**config.mk**
```make
export PLATFORM = sky130hd
export DESIGN_NAME = hpsq_regs
export DESIGN_NICKNAME = d
export VERILOG_FILES = /design/src/rtl/hpsq_pkg.sv /design/src/rtl/hpsq_regs.sv
export SDC_FILE = /design/constraint.sdc
export NUM_CORES = 1
export LEC_CHECK = 0
export BUFFER_PORTS_ARGS = -buffer_cell sky130_fd_sc_hd__buf_2
export CAP_MARGIN = 20
export CELL_PAD_IN_SITES_DETAIL_PLACEMENT = 0
export CELL_PAD_IN_SITES_GLOBAL_PLACEMENT = 1
export CORE_MARGIN = 4
export CORE_UTILIZATION = 40
export CTS_BUF_LIST = sky130_fd_sc_hd__clkbuf_16
export CTS_CLUSTER_DIAMETER = 150
export DETAILED_ROUTE_END_ITERATION = 10
export GPL_ROUTABILITY_DRIVEN = 0
export MAX_ROUTING_LAYER = met4
export PLACE_DENSITY_LB_ADDON = 0.1
export SLEW_MARGIN = 20
export SYNTH_ARGS = -nofsm -noshare
export SYNTH_HDL_FRONTEND = slang
export SYNTH_SLANG_ARGS = --single-unit
```
**constraint.sdc**
```tcl
create_clock -name clk -period 2.55 [get_ports clk]
set_clock_uncertainty 0.05 [all_clocks]
set_input_delay 0.255 -clock clk [delete_from_list [all_inputs] [get_ports clk]]
set_output_delay 0.255 -clock clk [all_outputs]
set_load 0.01 [all_outputs]
```
**src/rtl/hpsq_pkg.sv**
```systemverilog
// Package for the headphone, charge pump and sequencer control register bank.
// Assumes a 16-bit register word and an 8-bit register address on the control port.
// Function
// - Output shorted until short-release bit set
// - Output-stage bit enables output stage
// - Intermediate-stage bit enables intermediate stage
// - Input-stage bit enables input stage
// - Secondary volume 1 dB steps, reset 111
// - Boost bias 000 double, 011 unity
// - Pump mode: volume or level tracking
// - Auto-sequence bit drives speaker auto-mute
// - Abort write stops sequence immediately
// - Launch runs from start index until end
// - Launch bit self-clears at sequence end
// - Writes refused while sequencer busy, except abort writes
// - Busy flag and last index readable
`default_nettype none
package hpsq_pkg;
    localparam int unsigned REG_W = 16;
    localparam int unsigned ADDR_W = 8;
    localparam int unsigned IDX_W = 7;
    localparam int unsigned RAM_ADDR_W = 16;

    localparam logic [ADDR_W-1:0] OFS_STAGE = 8'h45;
    localparam logic [ADDR_W-1:0] OFS_VOLBIAS = 8'h47;
    localparam logic [ADDR_W-1:0] OFS_PUMP_EN = 8'h48;
    localparam logic [ADDR_W-1:0] OFS_PUMP_MODE = 8'h52;
    localparam logic [ADDR_W-1:0] OFS_SEQ_EN = 8'h57;
    localparam logic [ADDR_W-1:0] OFS_SEQ_LAUNCH = 8'h5a;
    localparam logic [ADDR_W-1:0] OFS_SEQ_STATUS = 8'h5d;

    // Stage enable bit positions, left then right
    localparam int unsigned B_L_SHORT = 7;
    localparam int unsigned B_L_OUT = 6;
    localparam int unsigned B_L_MID = 5;
    localparam int unsigned B_L_IN = 4;
    localparam int unsigned B_R_SHORT = 3;
    localparam int unsigned B_R_OUT = 2;
    localparam int unsigned B_R_MID = 1;
    localparam int unsigned B_R_IN = 0;
    // Volume and bias fields
    localparam int unsigned B_L_VOL = 6;
    localparam int unsigned B_R_VOL = 3;
    localparam int unsigned B_BIAS = 0;
    localparam logic [2:0] VOL_RESET = 3'h7;
    localparam logic [2:0] BIAS_DOUBLE = 3'h0;
    localparam logic [2:0] BIAS_UNITY = 3'h3;
    // Pump and sequencer bits
    localparam int unsigned B_PUMP_ON = 0;
    localparam int unsigned B_PUMP_TRACK = 0;
    localparam int unsigned B_AUTO_SEQ = 7;
    localparam int unsigned B_SEQ_ON = 5;
    localparam int unsigned B_ABORT = 8;
    localparam int unsigned B_LAUNCH = 7;
    localparam int unsigned B_FIRST_IDX = 0;
    localparam int unsigned B_LAST_IDX = 3;
    localparam int unsigned B_BUSY = 0;
    // Sequencer RAM register mapping
    localparam logic [RAM_ADDR_W-1:0] SEQ_RAM_BASE = 16'h1000;
    localparam int unsigned SEQ_RAM_SHIFT = 2;

    typedef struct packed {
        logic short_release;
        logic output_stage_en;
        logic mid_stage_en;
        logic input_stage_en;
    } hpsq_chan_t;

    typedef enum logic {
        HPSQ_IDLE,
        HPSQ_RUN
    } hpsq_state_t;
endpackage : hpsq_pkg
`default_nettype wire

```
**src/rtl/hpsq_regs.sv**
```systemverilog
// Control register bank: headphone stages, volume and bias, charge pump, write sequencer.
// Assumes the serial control front end presents one-cycle read and write strobes on clk.
`timescale 1ns/1ps
`default_nettype none
module hpsq_regs
    import hpsq_pkg::*;
(
    input wire logic clk,
    input wire logic rst,
    input wire logic wr_en,
    input wire logic rd_en,
    input wire logic [ADDR_W-1:0] addr,
    input wire logic [REG_W-1:0] wr_data,
    output logic [REG_W-1:0] rd_data,
    output logic wr_refused,
    output hpsq_chan_t left_hp,
    output hpsq_chan_t right_hp,
    output logic [2:0] left_hp_secondary_volume,
    output logic [2:0] right_hp_secondary_volume,
    output logic [2:0] driver_boost_bias,
    output logic charge_pump_on,
    output logic pump_level_tracking,
    input wire logic hp_volume_update,
    output logic auto_sequence_on,
    output logic sequencer_running_flag,
    output logic [RAM_ADDR_W-1:0] seq_ram_addr,
    input wire logic seq_cmd_done,
    input wire logic seq_cmd_last
);

    ////////////////////////////////////////////////////////////////////////////////
    // Register storage

    logic [7:0] stage_bits;
    logic [2:0] bias_field;
    logic pump_track_bit;
    logic sequencer_on;
    logic sequence_launch;
    logic [IDX_W-1:0] sequence_first_index;
    logic [IDX_W-1:0] sequence_last_index;
    hpsq_state_t state;

    logic wr_hit;
    logic launch_req;
    logic abort_req;
    logic seq_stop;
    logic seq_end;

    function automatic logic is_reg(input logic [ADDR_W-1:0] a, input logic [ADDR_W-1:0] ofs);
        is_reg = (a == ofs);
    endfunction : is_reg

    // Writes are refused while a sequence runs, except the abort bit
    assign wr_hit = wr_en && (state == HPSQ_IDLE);
    assign abort_req = wr_en && is_reg(addr, OFS_SEQ_LAUNCH) && wr_data[B_ABORT];
    assign launch_req = wr_hit && is_reg(addr, OFS_SEQ_LAUNCH) && wr_data[B_LAUNCH]
        && sequencer_on && !wr_data[B_ABORT];
    assign seq_stop = abort_req || !sequencer_on;
    assign seq_end = seq_cmd_done && seq_cmd_last;

    always_ff @(posedge clk or posedge rst) begin
        if (rst) begin
            wr_refused <= 1'b0;
        end else begin
            wr_refused <= wr_en && (state != HPSQ_IDLE) && !abort_req;
        end
    end

    ////////////////////////////////////////////////////////////////////////////////
    // Headphone stage enables and volume/bias

    always_ff @(posedge clk or posedge rst) begin
        if (rst) begin
            stage_bits <= 8'h00;
        end else if (wr_hit && is_reg(addr, OFS_STAGE)) begin
            stage_bits <= wr_data[7:0];
        end
    end

    always_ff @(posedge clk or posedge rst) begin
        if (rst) begin
            left_hp <= '0;
            right_hp <= '0;
        end else begin
            left_hp.short_release <= stage_bits[B_L_SHORT];
            right_hp.short_release <= stage_bits[B_R_SHORT];
            left_hp.output_stage_en <= stage_bits[B_L_OUT];
            right_hp.output_stage_en <= stage_bits[B_R_OUT];
            left_hp.mid_stage_en <= stage_bits[B_L_MID];
            right_hp.mid_stage_en <= stage_bits[B_R_MID];
            left_hp.input_stage_en <= stage_bits[B_L_IN];
            right_hp.input_stage_en <= stage_bits[B_R_IN];
        end
    end

    always_ff @(posedge clk or posedge rst) begin
        if (rst) begin
            left_hp_secondary_volume <= VOL_RESET;
            right_hp_secondary_volume <= VOL_RESET;
            bias_field <= BIAS_UNITY;
        end else if (wr_hit && is_reg(addr, OFS_VOLBIAS)) begin
            left_hp_secondary_volume <= wr_data[B_L_VOL +: 3];
            right_hp_secondary_volume <= wr_data[B_R_VOL +: 3];
            bias_field <= wr_data[B_BIAS +: 3];
        end
    end

    // Only the two defined bias codes reach the driver; reserved codes hold unity
    always_ff @(posedge clk or posedge rst) begin
        if (rst) begin
            driver_boost_bias <= BIAS_UNITY;
        end else begin
            driver_boost_bias <= (bias_field == BIAS_DOUBLE) ? BIAS_DOUBLE : BIAS_UNITY;
        end
    end

    ////////////////////////////////////////////////////////////////////////////////
    // Charge pump

    always_ff @(posedge clk or posedge rst) begin
        if (rst) begin
            charge_pump_on <= 1'b0;
        end else if (wr_hit && is_reg(addr, OFS_PUMP_EN)) begin
            charge_pump_on <= wr_data[B_PUMP_ON];
        end
    end

    always_ff @(posedge clk or posedge rst) begin
        if (rst) begin
            pump_track_bit <= 1'b0;
        end else if (wr_hit && is_reg(addr, OFS_PUMP_MODE)) begin
            pump_track_bit <= wr_data[B_PUMP_TRACK];
        end
    end

    // Tracking starts at once; return to volume control waits for a volume update
    always_ff @(posedge clk or posedge rst) begin
        if (rst) begin
            pump_level_tracking <= 1'b0;
        end else if (pump_track_bit) begin
            pump_level_tracking <= 1'b1;
        end else if (hp_volume_update) begin
            pump_level_tracking <= 1'b0;
        end
    end

    ////////////////////////////////////////////////////////////////////////////////
    // Sequencer control

    always_ff @(posedge clk or posedge rst) begin
        if (rst) begin
            auto_sequence_on <= 1'b0;
            sequencer_on <= 1'b0;
        end else if (wr_hit && is_reg(addr, OFS_SEQ_EN)) begin
            auto_sequence_on <= wr_data[B_AUTO_SEQ];
            sequencer_on <= wr_data[B_SEQ_ON];
        end
    end

    always_ff @(posedge clk or posedge rst) begin
        if (rst) begin
            sequence_first_index <= '0;
        end else if (wr_hit && is_reg(addr, OFS_SEQ_LAUNCH)) begin
            sequence_first_index <= wr_data[B_FIRST_IDX +: IDX_W];
        end
    end

    always_ff @(posedge clk or posedge rst) begin
        if (rst) begin
            state <= HPSQ_IDLE;
            sequence_launch <= 1'b0;
            sequence_last_index <= '0;
        end else begin
            case (state)
                HPSQ_IDLE: begin
                    if (launch_req) begin
                        state <= HPSQ_RUN;
                        sequence_launch <= 1'b1;
                        sequence_last_index <= wr_data[B_FIRST_IDX +: IDX_W];
                    end
                end
                HPSQ_RUN: begin
                    if (seq_stop || seq_end) begin
                        state <= HPSQ_IDLE;
                        sequence_launch <= 1'b0;
                    end else if (seq_cmd_done) begin
                        sequence_last_index <= sequence_last_index + 1'b1;
                    end
                end
                default: begin
                    state <= HPSQ_IDLE;
                    sequence_launch <= 1'b0;
                end
            endcase
        end
    end

    always_ff @(posedge clk or posedge rst) begin
        if (rst) begin
            sequencer_running_flag <= 1'b0;
            seq_ram_addr <= SEQ_RAM_BASE;
        end else begin
            sequencer_running_flag <= (state == HPSQ_RUN) && !seq_stop && !seq_end;
            seq_ram_addr <= SEQ_RAM_BASE
                + (RAM_ADDR_W'(sequence_last_index) << SEQ_RAM_SHIFT);
        end
    end

    ////////////////////////////////////////////////////////////////////////////////
    // Read-back

    always_ff @(posedge clk or posedge rst) begin
        if (rst) begin
            rd_data <= '0;
        end else if (rd_en) begin
            rd_data <= '0;
            case (addr)
                OFS_STAGE: rd_data[7:0] <= stage_bits;
                OFS_VOLBIAS: begin
                    rd_data[B_L_VOL +: 3] <= left_hp_secondary_volume;
                    rd_data[B_R_VOL +: 3] <= right_hp_secondary_volume;
                    rd_data[B_BIAS +: 3] <= bias_field;
                end
                OFS_PUMP_EN: rd_data[B_PUMP_ON] <= charge_pump_on;
                OFS_PUMP_MODE: rd_data[B_PUMP_TRACK] <= pump_track_bit;
                OFS_SEQ_EN: begin
                    rd_data[B_AUTO_SEQ] <= auto_sequence_on;
                    rd_data[B_SEQ_ON] <= sequencer_on;
                end
                OFS_SEQ_LAUNCH: begin
                    rd_data[B_LAUNCH] <= sequence_launch;
                    rd_data[B_FIRST_IDX +: IDX_W] <= sequence_first_index;
                end
                OFS_SEQ_STATUS: begin
                    rd_data[B_LAST_IDX +: IDX_W] <= sequence_last_index;
                    rd_data[B_BUSY] <= (state == HPSQ_RUN);
                end
                default: rd_data <= '0;
            endcase
        end
    end

endmodule : hpsq_regs
`default_nettype wire

```
* Word-level counts from Yosys, hierarchy flattened
Cells that the tools add are included.
** Operators by class
- Add/subtract/negate cells :: 2
- Eq/ne operators :: 11
- Muxes and demuxes :: 21
- Bitwise operators :: 1
- Reduce and logical (&&, ||, !) cells :: 28
** Operators with widths (number)
- $eq 8x7->1 const B :: 7
- $mux 7 :: 3
- $logic_and 1x1->1 :: 17
- $add 13x9->14 const A :: 1
- $pmux 7 s2 :: 1
- $pmux 1 s5 :: 2
- $pmux 2 s4 :: 1
- $add 7x1->7 const B :: 1
- $mux 1 :: 7
- $ne 2x2->1 const B :: 3
- $pmux 1 s2 :: 3
- $pmux 1 s6 :: 1
- $pmux 2 s3 :: 1
- $logic_not 1->1 :: 5
- $pmux 1 s4 :: 1
- $logic_not 3->1 :: 1
- $reduce_and 3->1 :: 1
- $logic_or 1x1->1 :: 2
- $mux 2 :: 1
- $ne 2x1->1 const B :: 1
- $reduce_and 2->1 :: 1
- $reduce_bool 2->1 :: 1
- $not 1->1 :: 1
** Word-level totals
- Bits in registers :: 74
- Output and inout bits :: 54
- Word-level logic and storage cells :: 89

* Logic depth before layout (Yosys ltp)
- Depth after elaboration :: 8
- Depth in mapped cells :: 6
- Mapped depth without buffers :: 5

* Worst setup path after synthesis
OpenSTA, ideal clock, no wires.
- Path type :: reg2reg
- Start point :: register state
- End point :: register stage_bits[0]
- Library setup time :: 0.125 ns
- Data arrival time :: 1.510 ns
- Data required time :: 2.375 ns
- Setup slack :: 0.865 ns
- Stages on the path, launching flop included :: 6
- Buffers on the path :: 1
- Cell sequence :: dfrtp_1 -> buf_2 -> inv_1 -> nand4b_4 -> nor3_4 -> mux2_4
** Between the ends
- Longest elaborated chain between the ends :: 3
** RTL lines
- start: declaration :: RTL line hpsq_regs.sv:41 : hpsq_state_t state;
- start signal: assignment :: RTL line hpsq_regs.sv:170 : state <= HPSQ_IDLE;
- start signal: assignment :: RTL line hpsq_regs.sv:177 : state <= HPSQ_RUN;
- start signal: assignment :: RTL line hpsq_regs.sv:184 : state <= HPSQ_IDLE;
- $not 1->1
- $logic_and 1x1->1 :: RTL line hpsq_regs.sv:54 : assign wr_hit = wr_en && (state == HPSQ_IDLE);
- $logic_and 1x1->1 :: RTL line hpsq_regs.sv:75 : end else if (wr_hit && is_reg(addr, OFS_STAGE)) begin
- end signal: assignment :: RTL line hpsq_regs.sv:76 : stage_bits <= wr_data[7:0];
- end: declaration :: RTL line hpsq_regs.sv:34 : logic [7:0] stage_bits;
No other way between the ends.
A chain may end at the register's enable or synchronous reset.

* Worst setup path in the final report
- Start point :: register state
- End point :: register sequence_first_index[0]
** Between the ends
- Longest elaborated chain between the ends :: 3
** RTL lines
- $not 1->1
- $logic_and 1x1->1 :: RTL line hpsq_regs.sv:54
- $logic_and 1x1->1 :: RTL line hpsq_regs.sv:163 : end else if (wr_hit && is_reg(addr, OFS_SEQ_LAUNCH)) begin
- end signal: assignment :: RTL line hpsq_regs.sv:164 : sequence_first_index <= wr_data[B_FIRST_IDX +: IDX_W];
- end: declaration :: RTL line hpsq_regs.sv:39 : logic [IDX_W-1:0] sequence_first_index;
No other way between the ends.

==> results.md <==
* Total length of routed wires at 7.885 mm
* Number of buffers on the longest clock path at 2
* Switch share at 24.19%
* Class of the most critical hold timing path: input pin to flop
* Vias per inst at 5.282
* Worst-path fanout max at 10
* Final core occ at ~50%
* Maximum level of the CTS H-tree at 3
* Netlist area before placement at between 0.003 and 0.004 mm^2
* Total setup violations reported at the end of the flow at 0
* Startpoint-to-endpoint class of the critical path: flop to flop
* Achievable clock frequency at 0.5384 GHz
* Main flop type after synthesis: sky130_fd_sc_hd__dfrtp_1
* Clock transition time at the flip-flop clock pins of the worst setup and hold paths at 0.06 ns
* Detailed placement HPWL at 5.702 mm
* Effective utilization at floorplan at 41.68%
* Portion of total power attributed to sequential cells at 43.6%
* Maximum Capacitance Violations at 0
* Setup ws final at 0.6926 ns
* Setup crit start kind: flop
* Count of port buffers added during placement at 61
* Placed Area at 0.003598 mm^2
* Post-layout net count at 357
* ANT cells at 0
* Fraction of the yosys area taken by sequential cells at about half
* Crit-path leading delay family: simple AND/OR/NAND/NOR gates
* Share of async-settable or async-resettable flops after synthesis at between 90% and 100%
* Count of flip-flops with a built-in enable after synthesis at 0
* Count of buffer and inverter cells on the critical path at 1
* Number of design rule violations left after detail routing at 0
* Worst Tran Pin Value at between 0.6 and 0.7 ns
* Number of hold buffers added after cts at 1
* Total number of yosys warnings at 0
* Global-route wire length before repair at 12.83 mm
* Core area at about 0.0078 mm^2
* Post-placement cell count at 415
* Number of antenna violations at the first check in global routing at 0
* Buffers inserted during post-CTS setup optimization at 0
* Combinational group share of total power at 7.9%
* Fin cells at ~430
* Fraction of power consumed by the clock network at 48.5%
* Cell area after layout at between 0.003 and 0.004 mm^2
* Number of buffers added by the clock tree synthesis step at 9
* Multi-input logic area at 0.001411 mm^2
* Largest stage delay on the critical path at roughly 0.52 ns
* Routed vias at 2282
* Boundary pin count at 85
* PD cells at ~650 mW/mm^2
* Sinks on Clock Net at 66
* Final-report hold violation count at 0
* Static Leakage at 1.904 nW
* Critical Path End Type: flop
* Data arrival, critical path at 2.02 ns
* Count of pins over their slew limit at 0
* # rows at 32
* Flops & latches, synth at 66
* Largest voltage drop on the vdd net at 0.0002743 V
* FF/Latch Area at 0.001663 mm^2
* Required time of the critical path at between 2 and 3 ns
* Final critical delay including setup and external delays at 1.857 ns
* Y dimension of the die at 98.20 um
* Fraction of the cycle the final worst path needs at 72.84%
* Unrepaired setup endpoints after global routing: no
* Mapped Avg Cell Area at 12.47 um^2
* Drt pass-1 iters at 4
* Area Overhead vs Synth at 20.15%
* Outcome: finished, final reports clean
* Post-route total power at 2.551 mW
* Horizontal die dimension at 98.20 um
* Post-place setup slack at 0.6769 ns
* Slew Limit Headroom at 54.91%
* Setup tns final at 0 ns
* Grt total ovfl at 0
* Filler Cells Inserted at 739
* Hold Slack at 0.1400 ns
* Largest area contributor in the synthesized netlist: sky130_fd_sc_hd__dfrtp_1
* GRT Resource Usage Total at 17.70%
* Die footprint at 0.009643 mm^2
* Sequence of cells on the critical path: inv_1 > and4_1 > nand2_1 > mux2_2
* CTS root buffer: sky130_fd_sc_hd__clkbuf_16
* Net Sw Power at around 600 uW
* 1st-iter DRT viols at 86
* Share of the synthesized area in the top cell type at 43.83%
* Max stage delay cell, worst path: sky130_fd_sc_hd__dfrtp_1
* Count of mapped cells out of synthesis at 261
* CTS tree: done
* Clock latency of the later-clocked register in the worst-skew pair at 0.33 ns
* Layout cells sized above 1 at 41.21%
* Number of global-route vias before repair at between 2000 and 2500
* Maximum number of pins on one net before global-route repair at 38
* Antenna viol nets, final at 0
* Routed length per placed instance at 18.25 um
* Top post-synthesis cells by area: sky130_fd_sc_hd__dfrtp_1 44%, sky130_fd_sc_hd__dfstp_2 7.3%, sky130_fd_sc_hd__mux2_2 6.6%
* Count of different cell masters after synthesis at 61
* Cells resized by post-CTS repair at 0
* Internal power at 1.934 mW
[power by group through the flow]
| stage | combinational (mW) | clock (mW) | sequential [mW] |
|---|---|---|---|
| 2_1_floorplan | 0.130 | 0 | 1.14 |
| 3_3_place_gp | 0.202 | 0 | 1.13 |
| 3_5_place_dp | 0.203 | 0 | 1.13 |
| 4_1_cts | 0.205 | 1.27 | 1.11 |
| 5_1_grt | 0.222 | 1.31 | 1.12 |
| 6_report | 0.201 | 1.24 | 1.11 |
[logic make-up (layout without fill, tap and decap cells)]
family                   Yosys count  after routing  share of synthesized area (%)
adder cells (fa/ha/maj)            1              1                         0.3844
other                              2             16                         0.2308
flip-flops                        66             66                          51.10
AO/OA/AOI/OAI                     52             52                          13.26
AND/OR/NAND/NOR                   62             62                          13.88
buffers and inverters             39             94                          7.151
multiplexers                      39             39                          14.00
[cell type report]
class / count / share of cell area (%)
flip-flops and latches: 66 / 42.53
multi-input cells: 170 / 36.10
repair buffers: 67 / 9.344
clock buffers: 9 / 5.760
well taps: 102 / 3.264
clock inverters: 7 / 1.952
inverters: 11 / 1.056
[state kept, by name, summed over array words and instances (netlist names), 3 cells and up]
signal and count:
bias_field 3, left_hp 4, left_hp_secondary_volume 3, rd_data 10
right_hp 4, right_hp_secondary_volume 3, seq_ram_addr 7, sequence_first_index 7
sequence_last_index 7, stage_bits 8
[layer usage]
metal / vias to the layer above / global-route usage [%] / wire, um
met3: 10 / 4.286 / 386
met2: 67 / 25.60 / 3649
met4: 0 / 5.567 / 104
li1: 1065 / - / -
met5: - / - / 0
met1: 1140 / 24.61 / 3745
[cells in the mapped netlist, drive strengths merged (4+ instances only)]
| master | n |
|---|---|
| buf | 25 |
| o22a | 7 |
| inv | 11 |
| dfstp | 9 |
| mux2i | 11 |
| nand3 | 5 |
| nor2 | 12 |
| o21ai | 5 |
| nand2 | 14 |
| a21oi | 7 |
| a22oi | 5 |
| dfrtp | 57 |
| o22ai | 6 |
| a31oi | 4 |
| a2bb2oi | 5 |
| mux2 | 28 |
[final timing paths]
| kind | slack (ns) | end | cells past startpoint | startpoint |
|---|---|---|---|---|
| hold reg to reg | 0.35 | right_hp[0]$_DFF_PP0_ | 0 | stage_bits[0]$_DFFE_PP0P_ |
| setup / recovery | 0.69 | sequence_first_index[0]$_DFFE_PP0N_ | 4 | state$_DFF_PP0_ |
| hold / removal | 0.14 | pump_level_tracking$_DFFE_PP0P_ | 3 | hp_volume_update |
| setup reg to reg | 0.69 | sequence_first_index[0]$_DFFE_PP0N_ | 4 | state$_DFF_PP0_ |
| min in group asynchronous | 0.52 | right_hp[1]$_DFF_PP0_ | 3 | rst |
| max in group asynchronous | 1.23 | left_hp_secondary_volume[2]$_DFFE_PP1P_ | 4 | rst |
[worst reg2reg max path, stage by stage, from the launching register on]
cell	delay, ns
sky130_fd_sc_hd__dfrtp_1	0.52
sky130_fd_sc_hd__inv_1	0.24
sky130_fd_sc_hd__and4_1	0.26
sky130_fd_sc_hd__nand2_1	0.29
sky130_fd_sc_hd__mux2_2	0.38
[placed cells by master (no fill, tap or decap), types with 4 or more instances in the layout]
cell type                    n
sky130_fd_sc_hd__a21oi_1     6
sky130_fd_sc_hd__a22oi_1     5
sky130_fd_sc_hd__a2bb2oi_1   5
sky130_fd_sc_hd__a31oi_1     4
sky130_fd_sc_hd__buf_2      61
sky130_fd_sc_hd__buf_4       4
sky130_fd_sc_hd__clkbuf_16   9
sky130_fd_sc_hd__conb_1     16
sky130_fd_sc_hd__dfrtp_1    57
sky130_fd_sc_hd__dfstp_2     9
sky130_fd_sc_hd__inv_1      10
sky130_fd_sc_hd__mux2_2     19
sky130_fd_sc_hd__mux2_4      8
sky130_fd_sc_hd__mux2i_1    11
sky130_fd_sc_hd__nand2_1    13
sky130_fd_sc_hd__nand3_1     5
sky130_fd_sc_hd__nor2_1     11
sky130_fd_sc_hd__o21ai_0     4
sky130_fd_sc_hd__o22a_1      6
sky130_fd_sc_hd__o22ai_1     6
(Power assumes the default switching activity.)
